==> src/logic/nvm_regs_pkg.sv <==
package nvm_regs_pkg;
    // register byte offsets
    localparam logic [5:0] off_command_control = 6'h00;
    localparam logic [5:0] off_controller_config = 6'h04;
    localparam logic [5:0] off_memory_parameters = 6'h08;
    localparam logic [5:0] off_interrupt_enable_clear = 6'h0C;
    localparam logic [5:0] off_interrupt_enable_set = 6'h10;
    localparam logic [5:0] off_interrupt_flags = 6'h14;
    localparam logic [5:0] off_controller_status = 6'h18;
    localparam logic [5:0] off_target_address = 6'h1C;
    localparam logic [5:0] off_region_lock_bits = 6'h20;
    // key and command codes
    localparam logic [7:0] exec_key = 8'hA5;
    localparam logic [6:0] cmd_erase_row = 7'h02;
    localparam logic [6:0] cmd_write_page = 7'h04;
    localparam logic [6:0] cmd_lock_region = 7'h40;
    localparam logic [6:0] cmd_unlock_region = 7'h41;
    localparam logic [6:0] cmd_clear_buffer = 7'h44;
    // reset values
    localparam logic [15:0] command_control_reset = 16'h0000;
    localparam logic [31:0] controller_config_reset = 32'h0000_0080;
    localparam logic [31:0] controller_config_mask = 32'h000F_039E;
    // field positions
    localparam int flag_ready_bit = 0;
    localparam int flag_error_bit = 1;
    localparam int stat_prog_err_bit = 2;
    localparam int stat_lock_err_bit = 3;
    localparam int stat_mem_err_bit = 4;
    localparam int addr_width = 22;
    localparam int region_shift = 12;
    typedef enum logic [1:0] {
        st_idle = 2'b00,
        st_wait = 2'b01,
        st_busy = 2'b10
    } seq_state_type;
endpackage

==> src/logic/nvm_command_issue_regs.sv <==
// Behaviour
// RULE1: a command starts only when the key 0xA5 is written together with the command field.
// RULE2: any other key value blocks the command and sets the programming error flag.
// RULE3: a command issued while another is unfinished sets the programming error flag.
// RULE4: software writes command and key in one single access.
// RULE5: a command write meeting a memory-bus access in the same cycle yields to the memory bus.
// RULE6: a deferred command runs only once both the array and the memory bus are idle.
// RULE7: software issues commands only while the ready flag reads one.
// RULE8: bit 0 of the key field reads one until the command has been issued.
// RULE9: the address field holds a halfword address, one step per 16-bit location.
// RULE10: the registers take 8, 16 and 32-bit accesses.
// RULE11: each byte and halfword of a register can be read and written on its own.
// RULE12: command in bits 6:0, key in bits 15:8, reset value zero.
// RULE13: enable-protected registers ignore writes while the module is enabled.
// RULE14: ready is low and memory-bus accesses stall while an operation runs.
// RULE15: 0x02 erases a row, 0x04 writes a page, 0x40 locks, 0x41 unlocks, 0x44 clears the buffer.
// RULE16: erasing a row in a locked region is refused and sets the lock error flag.
// RULE17: the error interrupt flag sets whenever programming or lock error sets.
module nvm_command_issue_regs #(
    parameter int op_cycles = 16,
    parameter logic [15:0] page_count = 16'h0100,
    parameter logic [2:0] page_size_code = 3'h0
) (
    // clock and reset
    input wire logic clk,
    input wire logic sys_rst,
    // peripheral register port
    input wire logic reg_sel,
    input wire logic reg_write,
    input wire logic [5:0] reg_addr,
    input wire logic [3:0] reg_byte_en,
    input wire logic [31:0] reg_wdata,
    output logic [31:0] reg_rdata,
    // memory bus
    input wire logic mem_access,
    output logic mem_stall,
    // module enable, for enable-protected registers
    input wire logic module_enable,
    // array sequencer
    output logic op_start,
    output logic [6:0] op_command,
    input wire logic op_done,
    output logic array_busy
);
    logic [31:0] wmask;
    logic wr_cmd;
    logic wr_cfg;
    logic wr_ien_clr;
    logic wr_ien_set;
    logic wr_flag;
    logic wr_stat;
    logic wr_addr;
    logic key_ok;
    logic cmd_pending;
    logic launch;
    logic region_locked;
    logic op_finish;
    logic [31:0] rd_mux;
    logic [31:0] cfg_q;
    logic [21:0] addr_q;
    logic [15:0] lock_q;
    logic [6:0] cmd_q;
    logic [7:0] key_q;
    logic [1:0] ien_q;
    logic [1:0] flag_q;
    logic [4:0] stat_q;
    logic [6:0] pend_cmd_q;
    logic [31:0] cnt_q;
    logic prog_err_set;
    logic lock_err_set;
    logic [3:0] region_idx;
    logic [15:0] region_bit;
    nvm_regs_pkg::seq_state_type state_q;
    nvm_regs_pkg::seq_state_type state_d;

    // byte-lane mask so 8, 16 and 32-bit writes touch only their lanes
    assign wmask = {{8{reg_byte_en[3]}}, {8{reg_byte_en[2]}}, {8{reg_byte_en[1]}}, {8{reg_byte_en[0]}}}; // see RULE11
    assign wr_cmd = reg_sel && reg_write && (reg_addr == nvm_regs_pkg::off_command_control);
    assign wr_cfg = reg_sel && reg_write && (reg_addr == nvm_regs_pkg::off_controller_config) && !module_enable; // see RULE13
    assign wr_ien_clr = reg_sel && reg_write && (reg_addr == nvm_regs_pkg::off_interrupt_enable_clear);
    assign wr_ien_set = reg_sel && reg_write && (reg_addr == nvm_regs_pkg::off_interrupt_enable_set);
    assign wr_flag = reg_sel && reg_write && (reg_addr == nvm_regs_pkg::off_interrupt_flags);
    assign wr_stat = reg_sel && reg_write && (reg_addr == nvm_regs_pkg::off_controller_status);
    assign wr_addr = reg_sel && reg_write && (reg_addr == nvm_regs_pkg::off_target_address);

    // key must arrive in the same access as the command byte
    assign key_ok = wr_cmd && reg_byte_en[1] && (reg_wdata[15:8] == nvm_regs_pkg::exec_key); // see RULE1
    assign prog_err_set = (wr_cmd && reg_byte_en[1] && !key_ok)
        || (key_ok && (state_q != nvm_regs_pkg::st_idle)); // see RULE2 see RULE3
    assign cmd_pending = key_ok && (state_q == nvm_regs_pkg::st_idle);
    // memory bus wins a tie; the command waits for both sides to go quiet
    assign launch = (state_q == nvm_regs_pkg::st_wait) && !mem_access; // see RULE5 see RULE6

    // address counts halfwords: 8 kB regions hold 2^12 halfwords
    assign region_idx = addr_q[nvm_regs_pkg::region_shift +: 4]; // see RULE9
    assign region_bit = 16'h0001 << region_idx;
    assign region_locked = |(lock_q & region_bit);
    assign lock_err_set = launch && (pend_cmd_q == nvm_regs_pkg::cmd_erase_row) && region_locked; // see RULE16
    assign op_finish = (state_q == nvm_regs_pkg::st_busy) && (op_done || (cnt_q == 32'h0000_0000));

    always_comb begin
        state_d = state_q;
        case (state_q)
            nvm_regs_pkg::st_idle: begin
                if (cmd_pending) begin
                    state_d = nvm_regs_pkg::st_wait;
                end
            end
            nvm_regs_pkg::st_wait: begin
                if (launch) begin
                    state_d = lock_err_set ? nvm_regs_pkg::st_idle : nvm_regs_pkg::st_busy;
                end
            end
            nvm_regs_pkg::st_busy: begin
                if (op_finish) begin
                    state_d = nvm_regs_pkg::st_idle;
                end
            end
            default: begin
                state_d = nvm_regs_pkg::st_idle;
            end
        endcase
    end

    always_ff @(posedge clk or posedge sys_rst) begin
        if (sys_rst) begin
            state_q <= nvm_regs_pkg::st_idle;
        end else begin
            state_q <= state_d;
        end
    end

    always_ff @(posedge clk or posedge sys_rst) begin
        if (sys_rst) begin
            pend_cmd_q <= nvm_regs_pkg::command_control_reset[6:0];
            cnt_q <= 32'h0000_0000;
        end else begin
            if (cmd_pending) begin
                pend_cmd_q <= reg_wdata[6:0];
            end
            if (launch) begin
                cnt_q <= 32'(op_cycles);
            end else if (cnt_q != 32'h0000_0000) begin
                cnt_q <= cnt_q - 32'h0000_0001;
            end
        end
    end

    // command register; key bit 0 stays one until issue
    always_ff @(posedge clk or posedge sys_rst) begin
        if (sys_rst) begin
            cmd_q <= nvm_regs_pkg::command_control_reset[6:0]; // see RULE12
            key_q <= nvm_regs_pkg::command_control_reset[15:8];
        end else begin
            if (wr_cmd && reg_byte_en[0]) begin
                cmd_q <= reg_wdata[6:0];
            end
            if (launch) begin
                key_q <= 8'h00; // see RULE8
            end else if (wr_cmd && reg_byte_en[1]) begin
                key_q <= {reg_wdata[15:9], 1'b1}; // see RULE8
            end
        end
    end

    // configuration register lanes
    genvar lane;
    generate
        for (lane = 0; lane < 4; lane++) begin : g_cfg
            nvm_byte_reg #(
                .width(8),
                .reset_value(nvm_regs_pkg::controller_config_reset[lane*8 +: 8])
            ) u_cfg (
                .clk(clk),
                .sys_rst(sys_rst),
                .wr_en(wr_cfg && reg_byte_en[lane]), // see RULE10
                .wr_data(reg_wdata[lane*8 +: 8] & nvm_regs_pkg::controller_config_mask[lane*8 +: 8]),
                .value_q(cfg_q[lane*8 +: 8])
            );
        end
    endgenerate

    // address register lanes, also loaded per byte
    always_ff @(posedge clk or posedge sys_rst) begin
        if (sys_rst) begin
            addr_q <= 22'h000000;
        end else if (wr_addr) begin
            addr_q <= (addr_q & ~wmask[21:0]) | (reg_wdata[21:0] & wmask[21:0]); // see RULE11
        end
    end

    // region lock bits, changed only by lock and unlock commands
    always_ff @(posedge clk or posedge sys_rst) begin
        if (sys_rst) begin
            lock_q <= 16'h0000;
        end else if (launch && (pend_cmd_q == nvm_regs_pkg::cmd_lock_region)) begin
            lock_q <= lock_q | region_bit; // see RULE15
        end else if (launch && (pend_cmd_q == nvm_regs_pkg::cmd_unlock_region)) begin
            lock_q <= lock_q & ~region_bit; // see RULE15
        end
    end

    // interrupt enables: set and clear views of one register
    always_ff @(posedge clk or posedge sys_rst) begin
        if (sys_rst) begin
            ien_q <= 2'h0;
        end else if (wr_ien_set && reg_byte_en[0]) begin
            ien_q <= ien_q | reg_wdata[1:0];
        end else if (wr_ien_clr && reg_byte_en[0]) begin
            ien_q <= ien_q & ~reg_wdata[1:0];
        end
    end

    // error flags: set wins over a clear in the same cycle
    always_ff @(posedge clk or posedge sys_rst) begin
        if (sys_rst) begin
            stat_q <= 5'h00;
            flag_q <= 2'h1;
        end else begin
            stat_q[nvm_regs_pkg::stat_prog_err_bit] <= prog_err_set
                || (stat_q[nvm_regs_pkg::stat_prog_err_bit]
                && !(wr_stat && reg_byte_en[0] && reg_wdata[nvm_regs_pkg::stat_prog_err_bit])); // see RULE2
            stat_q[nvm_regs_pkg::stat_lock_err_bit] <= lock_err_set
                || (stat_q[nvm_regs_pkg::stat_lock_err_bit]
                && !(wr_stat && reg_byte_en[0] && reg_wdata[nvm_regs_pkg::stat_lock_err_bit])); // see RULE16
            stat_q[nvm_regs_pkg::stat_mem_err_bit] <= stat_q[nvm_regs_pkg::stat_mem_err_bit]
                && !(wr_stat && reg_byte_en[0] && reg_wdata[nvm_regs_pkg::stat_mem_err_bit]);
            stat_q[1:0] <= 2'h0;
            flag_q[nvm_regs_pkg::flag_error_bit] <= prog_err_set || lock_err_set
                || (flag_q[nvm_regs_pkg::flag_error_bit]
                && !(wr_flag && reg_byte_en[0] && reg_wdata[nvm_regs_pkg::flag_error_bit])); // see RULE17
            // ready is low from key acceptance until the operation ends
            flag_q[nvm_regs_pkg::flag_ready_bit] <= (state_d == nvm_regs_pkg::st_idle); // see RULE14
        end
    end

    // read mux
    always_comb begin
        rd_mux = 32'h0000_0000;
        if (reg_addr == nvm_regs_pkg::off_command_control) begin
            rd_mux = {16'h0000, key_q, 1'b0, cmd_q};
        end else if (reg_addr == nvm_regs_pkg::off_controller_config) begin
            rd_mux = cfg_q;
        end else if (reg_addr == nvm_regs_pkg::off_memory_parameters) begin
            rd_mux = {13'h0000, page_size_code, page_count};
        end else if (reg_addr == nvm_regs_pkg::off_interrupt_enable_clear) begin
            rd_mux = {30'h0000_0000, ien_q};
        end else if (reg_addr == nvm_regs_pkg::off_interrupt_enable_set) begin
            rd_mux = {30'h0000_0000, ien_q};
        end else if (reg_addr == nvm_regs_pkg::off_interrupt_flags) begin
            rd_mux = {30'h0000_0000, flag_q};
        end else if (reg_addr == nvm_regs_pkg::off_controller_status) begin
            rd_mux = {27'h0000000, stat_q};
        end else if (reg_addr == nvm_regs_pkg::off_target_address) begin
            rd_mux = {10'h000, addr_q};
        end else if (reg_addr == nvm_regs_pkg::off_region_lock_bits) begin
            rd_mux = {16'h0000, lock_q};
        end
    end

    always_ff @(posedge clk or posedge sys_rst) begin
        if (sys_rst) begin
            reg_rdata <= 32'h0000_0000;
            mem_stall <= 1'b0;
            op_start <= 1'b0;
            op_command <= 7'h00;
            array_busy <= 1'b0;
        end else begin
            reg_rdata <= (reg_sel && !reg_write) ? (rd_mux & wmask) : 32'h0000_0000; // see RULE10
            mem_stall <= (state_d == nvm_regs_pkg::st_busy); // see RULE14
            op_start <= launch && !lock_err_set; // see RULE6
            op_command <= pend_cmd_q;
            array_busy <= (state_d == nvm_regs_pkg::st_busy);
        end
    end

    ready_low_a: assert property (@(posedge clk) disable iff (sys_rst)
        (state_q != nvm_regs_pkg::st_idle) |-> !flag_q[nvm_regs_pkg::flag_ready_bit])
        else $error("ready high while busy"); // see RULE14
    bad_key_err_a: assert property (@(posedge clk) disable iff (sys_rst)
        (wr_cmd && reg_byte_en[1] && reg_wdata[15:8] != nvm_regs_pkg::exec_key)
        |=> stat_q[nvm_regs_pkg::stat_prog_err_bit] && flag_q[nvm_regs_pkg::flag_error_bit])
        else $error("bad key not flagged"); // see RULE2
    overlap_err_a: assert property (@(posedge clk) disable iff (sys_rst)
        (key_ok && state_q == nvm_regs_pkg::st_busy) |=> stat_q[nvm_regs_pkg::stat_prog_err_bit])
        else $error("overlap not flagged"); // see RULE3
    bus_first_a: assert property (@(posedge clk) disable iff (sys_rst)
        mem_access |=> !op_start)
        else $error("command beat memory bus"); // see RULE5
    start_key_a: assert property (@(posedge clk) disable iff (sys_rst)
        $rose(op_start) |-> $past(state_q) == nvm_regs_pkg::st_wait)
        else $error("start without key"); // see RULE1
    key_bit_a: assert property (@(posedge clk) disable iff (sys_rst)
        key_ok |=> key_q[0])
        else $error("key bit 0 not held"); // see RULE8
    locked_erase_a: assert property (@(posedge clk) disable iff (sys_rst)
        lock_err_set |=> stat_q[nvm_regs_pkg::stat_lock_err_bit] && !op_start)
        else $error("locked erase ran"); // see RULE16
    cfg_protect_a: assert property (@(posedge clk) disable iff (sys_rst)
        module_enable |=> $stable(cfg_q))
        else $error("protected write taken"); // see RULE13
endmodule

==> src/logic/nvm_byte_reg.sv <==
// one byte-lane register: writes are taken per byte enable
module nvm_byte_reg #(
    parameter int width = 8,
    parameter logic [7:0] reset_value = 8'h00
) (
    // clock and reset
    input wire logic clk,
    input wire logic sys_rst,
    // write port
    input wire logic wr_en,
    input wire logic [width-1:0] wr_data,
    // stored value
    output logic [width-1:0] value_q
);
    always_ff @(posedge clk or posedge sys_rst) begin
        if (sys_rst) begin
            value_q <= reset_value[width-1:0];
        end else if (wr_en) begin
            value_q <= wr_data;
        end
    end
endmodule

==> config.mk <==
export PLATFORM = sky130hd
export DESIGN_NAME = nvm_command_issue_regs
export DESIGN_NICKNAME = d
export VERILOG_FILES = /design/src/logic/nvm_regs_pkg.sv /design/src/logic/nvm_command_issue_regs.sv /design/src/logic/nvm_byte_reg.sv
export SDC_FILE = /design/constraint.sdc
export NUM_CORES = 1
export LEC_CHECK = 0
export ABC_AREA = 1
export BUFFER_PORTS_ARGS = -buffer_cell sky130_fd_sc_hd__buf_2
export CORE_MARGIN = 3
export CORE_UTILIZATION = 36
export CTS_CLUSTER_SIZE = 14
export DETAILED_ROUTE_END_ITERATION = 8
export HOLD_SLACK_MARGIN = 0.05
export PLACE_DENSITY = 0.5
export SETUP_SLACK_MARGIN = 0.4
export SLEW_MARGIN = 20
export SYNTH_ARGS = -nofsm -noshare
export SYNTH_HDL_FRONTEND = slang
export SYNTH_SLANG_ARGS = --single-unit
==> constraint.sdc <==
create_clock -name clk -period 5.6 [get_ports clk]
set_input_delay 0.28 -clock clk [delete_from_list [all_inputs] [get_ports clk]]
set_output_delay 0.28 -clock clk [all_outputs]
set_load 0.01 [all_outputs]
==> out/results.tsv, run 1 <==
stage	metric	value	unit
setup_path	startpoint types	flop	
pwr	Psw	0.000994	W
sta	setup violators final	0	
min_path	hold path startpoint	reg_wdata[7]	
die	die area	0.0212	mm²
synth	Synth Flop Type	dfrtp_1	
cells_and_area	NumNets Final	955	
setup_path	crit end category	flop	
placed_design	DPL Wire Length	13.2	mm
clock_network	H-tree lvl count	4	
cells_and_area	Final Util	43.1	%
synth	Mapped Cells	841	
clock_network	Worst-Skew Late Latency	0.42	ns
clock_network	Setup Buffers After CTS	0	
synth	post-synth top area cell	dfrtp_1	
setup_path	reg-to-reg startpoint	state_q[1]	
sta	Setup Skew	0.00732	ns
die	die boundary width	146	µm
synth	Mean Syn Cell Area	8.36	µm²
sta	Final Hold Fails	0	
sta	Worst-Margin Slew	0.981	ns
routing	DRC violations left	0	
min_path	Hold Crit Endpoint	g_cfg[0].u_cfg.value_q[7]	
sta	Slew headroom	34.1	%
clock_network	Clk pin slew, worst setup/hold paths	0.06	ns
die	Die Ht	146	µm
clock_network	CTS tree	built	
sta	Final Cycle Share	46.4	%
cells_and_area	Filler Cell Count	1939	
sta	post-layout min period	2.60	ns
global_route	Global Route Usage Sum	18.2	%
placed_design	port bufs	69	
routing	Iter 0 DRT Violations	359	
setup_path	Arrival @ worst endpoint	2.91	ns
clock_network	root buf cell	clkbuf_16	
global_route	gr ovfl total	0	
synth	Post-synth ARST share	100	%
pwr	total power	0.00321	W
die	I/O pins	91	
global_route	largest net degree at the start of global routing	84	
setup_path	crit path max fanout	16	
pwr	P_int	0.00222	W
min_path	hold depth	3	
cells_and_area	layout cells sized above 1	16.8	%
global_route	initial antenna violation count	0	
pwr	Worst VDD drop	0.274	mV
routing	vias	5619	
outcome	run status	finished, final reports clean	
sta	RSZ-0062 raised after global routing	false	
global_route	vias in the first global route	5631	
routing	1st-pass router iterations	4	
clock_network	CTS buffer count	17	
routing	routed len/inst	15.8	µm
synth	yosys warns	0	
routing	WL final	18.6	mm
cells_and_area	diode count	0	
clock_network	Max clock buf depth	2	
synth	Synth Register Bits	143	
setup_path	Worst Path Class, Setup	reg2reg	
synth	Mapped Area	0.00703	mm²
pwr	Power Dens Cells	393	mW/mm²
pwr	Flop pwr share	38.9	%
synth	register area share after synthesis	50.9	%
synth	share of the synthesized area in the top cell type	50.2	%
clock_network	clk sinks	143	
setup_path	reg2reg path depth	6	
synth	Post-synth EDFFs	0	
setup_path	CP Data Required Time	5.91	ns
die	Initial Util	37.1	%
sta	fin. max-slew vios	0	
sta	Setup TNS	0	ns
flow_run	Max Cap Violations	0	
global_route	first-pass GRT wire length	30.7	mm
die	Core ar.	0.0190	mm²
synth	synth top area cells	dfrtp_1 50%, nand2_1 9.6%, inv_1 5.6%	
pwr	leakage	4.07	nW
clock_network	post-cts resize count	0	
min_path	Worst Hold Class	in2reg	
die	FP Rows	50	
placed_design	final RePlAce weighted congestion	0.838	
pwr	clock power share	39.7	%
pwr	sw frac	30.9	%
pwr	Gate power share	21.4	%
setup_path	Worst R2R Setup Slack	3.00	ns
routing	Antenna Nets Post-Route	0	
synth	Distinct cells, synth	48	
sta	fmax	0.385	GHz
cells_and_area	Layout area overhead	16.2	%
routing	DR vias/cell	4.77	
==> cell type report <==
type | count | area [µm²] | area share (%)
inverter | 115 | 440 | 5.39
clock buffer | 22 | 484 | 5.92
clock inverter | 10 | 181 | 2.22
tap | 260 | 325 | 3.98
sequential | 143 | 3580 | 43.8
multi-input combinational | 556 | 2800 | 34.2
timing repair buffer | 71 | 363 | 4.44
==> Yosys cell counts (all sizes together), types with 2 or more instances <==
master and count:
nand2 191, dfrtp 141, inv 114, nor2 94
o21ai 85, nand3 36, buf 33, nor3 33
nand4 26, xor2 21, a21oi 19, o211ai 6
nor4 4, o221ai 4, o22ai 4, clkbuf 3
nor3b 3, o31ai 3, xnor2 3, a22oi 2
and3 2, dfstp 2, ha 2, or2 2
==> worst max-delay path, stage by stage (launching register included) <==
cell      delay, ns
dfrtp_1        0.39
inv_1          0.11
nand3b_1       0.53
nor4_4         0.95
nand4_1        0.21
o21ai_0        0.23
inv_1          0.06
==> timing repair <==
action,CTS,global route
setup endpoints to repair,0,0
hold buffers,1,0
hold endpoints to repair,23,0
==> power groups by stage <==
stage          registers (W)  clock network [W]  logic [W]
6_report             0.00125            0.00128   0.000689
5_1_grt              0.00127            0.00135   0.000798
4_1_cts              0.00125            0.00130   0.000686
3_5_place_dp         0.00127                  0   0.000682
3_3_place_gp         0.00127                  0   0.000681
2_1_floorplan        0.00124                  0   0.000540
==> how the worst max path moves through the flow <==
stage / to / cells after the start / from
after floorplan: asynchronous set/reset pin / 1 / sys_rst
after global placement: flop / 6 / state_q[1]
after detailed placement: flop / 6 / state_q[1]
after CTS: flop / 6 / state_q[1]
after global routing: flop / 6 / state_q[1]
final: flop / 6 / state_q[1]
==> cells by family (layout without fill, tap and decap cells) <==
logic type / after synthesis / in the layout / synth area share, %
AOI/OAI and AO/OA: 126 / 126 / 10.2
buffers and inverters: 151 / 218 / 9.75
other: 1 / 10 / 0.0533
xor gates and xnor gates: 24 / 24 / 2.99
and+or+nand+nor: 393 / 393 / 25.6
adders and majority gates: 2 / 2 / 0.356
muxes: 1 / 1 / 0.160
DFF: 143 / 143 / 50.9
==> per-stage QoR <==
step | setup WS (ns) | hold WS, ns | area [µm²] | cells
detailed placement | 2.97 | 0.400 | 7500 | 1144
finish | 3.00 | 0.0881 | 8170 | 1177
floorplan | 1.49 | 0.374 | 7070 | 850
global placement | 2.93 | 0.400 | 7500 | 1144
global route | 2.66 | 0.0955 | 8170 | 1177
CTS | 2.96 | 0.0716 | 8170 | 1177
==> placed cells by master (no fill, tap or decap), types with 12 or more instances in the layout <==
master,count
dfrtp_1,141
nand2_1,179
o21ai_0,49
nand4_1,26
o21ai_1,29
clkbuf_16,17
buf_2,69
inv_1,104
nand3_1,33
a21oi_1,19
nor3_1,29
nor2_1,84
nand2_2,12
xor2_1,21
==> routing by layer <==
layer / vias up / wire (µm) / GRT usage [%]
li1: 2819 / - / -
met1: 2667 / 9280 / 26.5
met2: 111 / 8410 / 27.4
met3: 22 / 688 / 3.49
met4: 0 / 272 / 5.89
met5: - / 0 / 0
Power figures use the tool's default switching activity.
==> run 2, diff against run 1 <==
==> constraint.sdc (replaced) <==
create_clock -name clk -period 2.7 [get_ports clk]
set_input_delay 0.135 -clock clk [delete_from_list [all_inputs] [get_ports clk]]
set_output_delay 0.135 -clock clk [all_outputs]
set_load 0.01 [all_outputs]
==> run 2 against run 1 <==
Against the previous run: power increased by 95%; critical path type is now in2reg; cell count grew 3.0%; die area did not move; setup slack worse by 2.2 ns; clock-buffer cell count decreased by 2; flip-flop and latch count did not move; largest power group is now registers; critical path depth grew 2; clock power rose by 73%.
==> out/results.tsv, run 2 (synthesis gave the netlist of run 1 again) <==
stage	metric	value	unit	change
outcome	run status	finished, final reports clean		unchanged
sta	Setup Skew	0.00715	ns	was 0.00732 ns
routing	1st-pass router iterations	5		was 4
sta	setup violators final	0		unchanged
sta	Final Cycle Share	69.4	%	
min_path	Worst Hold Class	in2reg		unchanged
global_route	vias in the first global route	5600		was 5,631
pwr	Power Dens Cells	745	mW/mm²	was 393 mW/mm²
cells_and_area	commonest non-fill, non-tap cell in the layout	nand2_1		unchanged
clock_network	Max clock buf depth	2		unchanged
pwr	total power	0.00627	W	was 0.00321 W
setup_path	reg-to-reg startpoint	cnt_q[0]		was state_q[1]
cells_and_area	Layout area overhead	19.7	%	was 16.2%
sta	fmax	0.534	GHz	
cells_and_area	multi-input combinational cell area	0.00280	mm²	unchanged
sta	Final Hold Fails	0		unchanged
routing	Antenna Nets Post-Route	0		unchanged
clock_network	Setup Buffers After CTS	0		unchanged
placed_design	port bufs	69		unchanged
sta	post-layout min period	1.87	ns	
sta	fin. max-slew vios	0		unchanged
clock_network	Worst-Skew Late Latency	0.42	ns	about the same
setup_path	startpoint types	primary input		was flop
sta	RSZ-0062 raised after global routing	false		unchanged
clock_network	H-tree lvl count	4		unchanged
cells_and_area	NumNets Final	990		was 955
routing	routed len/inst	15.4	µm	was 15.8 µm
cells_and_area	Filler Cell Count	1928		was 1,939
cells_and_area	most frequent cells in the layout	179 x nand2_1, 141 x dfrtp_1, 104 x inv_1		unchanged
sta	Setup TNS	0	ns	unchanged
clock_network	CTS tree	built		unchanged
die	I/O pins	91		unchanged
placed_design	DPL Wire Length	13.4	mm	was 13.2 mm
routing	vias	5711		was 5,619
die	die boundary width	146	µm	unchanged
global_route	largest net degree at the start of global routing	81		was 84
die	Initial Util	37.1	%	unchanged
cells_and_area	area taken by flip-flops and latches	0.00358	mm²	unchanged
sta	Worst-Margin Slew	0.755	ns	was 0.981 ns
global_route	gr ovfl total	0		unchanged
setup_path	Worst Path Class, Setup	in2reg		was reg2reg
min_path	hold path startpoint	reg_write		was reg_wdata[7]
cells_and_area	layout cells sized above 1	17.1	%	was 16.8%
clock_network	root buf cell	clkbuf_16		unchanged
sta	Slew headroom	49.3	%	was 34.1%
setup_path	crit end category	flop		unchanged
global_route	first-pass GRT wire length	30.2	mm	was 30.7 mm
clock_network	clk sinks	143		unchanged
pwr	leakage	4.17	nW	was 4.07 nW
die	die area	0.0212	mm²	unchanged
global_route	Global Route Usage Sum	18.0	%	was 18.2%
setup_path	crit path max fanout	24		was 16
setup_path	crit path launch	reg_addr[2]		was state_q[1]
clock_network	Clk pin slew, worst setup/hold paths	0.06	ns	about the same
die	FP Rows	50		unchanged
pwr	Worst VDD drop	0.463	mV	was 0.274 mV
setup_path	CP Data Required Time	3.01	ns	was 5.91 ns
setup_path	Arrival @ worst endpoint	2.19	ns	was 2.91 ns
routing	DRC violations left	0		unchanged
die	Die Ht	146	µm	unchanged
cells_and_area	diode count	0		unchanged
routing	DR vias/cell	4.71		was 4.77
placed_design	final RePlAce weighted congestion	0.866		was 0.838
die	Core ar.	0.0190	mm²	unchanged
flow_run	Max Cap Violations	0		unchanged
routing	Iter 0 DRT Violations	303		was 359
clock_network	CTS buffer count	17		unchanged
global_route	initial antenna violation count	0		unchanged
routing	WL final	18.6	mm	about the same
[run 2: cell types whose count changed in the layout (fill, tap and decap cells not counted)]
cell / delta
clkbuf_8: -3
clkbuf_1: +1
dlygate4sd3_1: +25
clkinvlp_4: +3
buf_4: +8
buf_12: +2
bufinv_16: -4
inv_6: +2
clkinv_4: +1
[run 2: metal layers]
| metal | vias up | wire length (µm) | share of wire [%] | GRT usage (%) |
|---|---|---|---|---|
| met5 | - | 0 | 0 | 0 |
| met4 | 0 | 189 | 1.0 | 4.56 |
| met3 | 18 | 745 | 4.0 | 4.11 |
| met2 | 119 | 8360 | 45 | 27.3 |
| met1 | 2683 | 9340 | 50 | 26.1 |
| li1 | 2891 | - | - | - |
[run 2: layout make-up]
type | count | share of cell area (%)
repair buffers | 106 | 8.47
inverters | 115 | 5.22
multi-input cells | 556 | 33.3
well taps | 260 | 3.87
clock inverters | 12 | 1.32
flip-flops and latches | 143 | 42.6
clock buffers | 20 | 5.31
[run 2: final timing paths]
kind | to | slack (ns) | depth (start not counted)
setup / recovery | flop | 0.83 | 8
hold / removal | reg_rdata[21] | 0.10 | 4
setup reg to reg | cnt_q[22] | 0.84 | 7
hold reg to reg | op_command[5] | 0.39 | 0
max in group asynchronous | flag_q[0] | 1.81 | 4
min in group asynchronous | reg_rdata[13] | 0.19 | 3
[run 2: worst max-delay path: stages]
cell and delay (ns):
dlygate4sd3_1 0.53, buf_2 0.14, nand2_1 0.07, nor2_2 0.13, nand2_2 0.10, inv_4 0.26, nand3_1 0.41, mux2_2 0.40
[run 2: power by group]
part           switching, W  internal [W]
Sequential         0.000210       0.00238
Clock              0.000925       0.00130
Combinational      0.000940      0.000520
[run 2: metrics by stage]
step                worst slack [ns]  area (µm²)  utilization, %  cells  hold slack (ns)
floorplan                      0.776        7070               -    850            0.249
global placement               0.829        7600            40.1   1154           0.0744
detailed placement             0.844        7600            40.1   1154           0.0780
CTS                            0.813        8420            44.4   1212           0.0880
global route                   0.610        8420            44.4   1212           0.0958
finish                         0.827        8420            44.4   1212            0.102
[run 2: what timing repair did]
action | in CTS | in global routing
endpoints found under the hold margin | 189 | 0
gates resized for setup | 0 | 0
hold buffers | 26 | 0
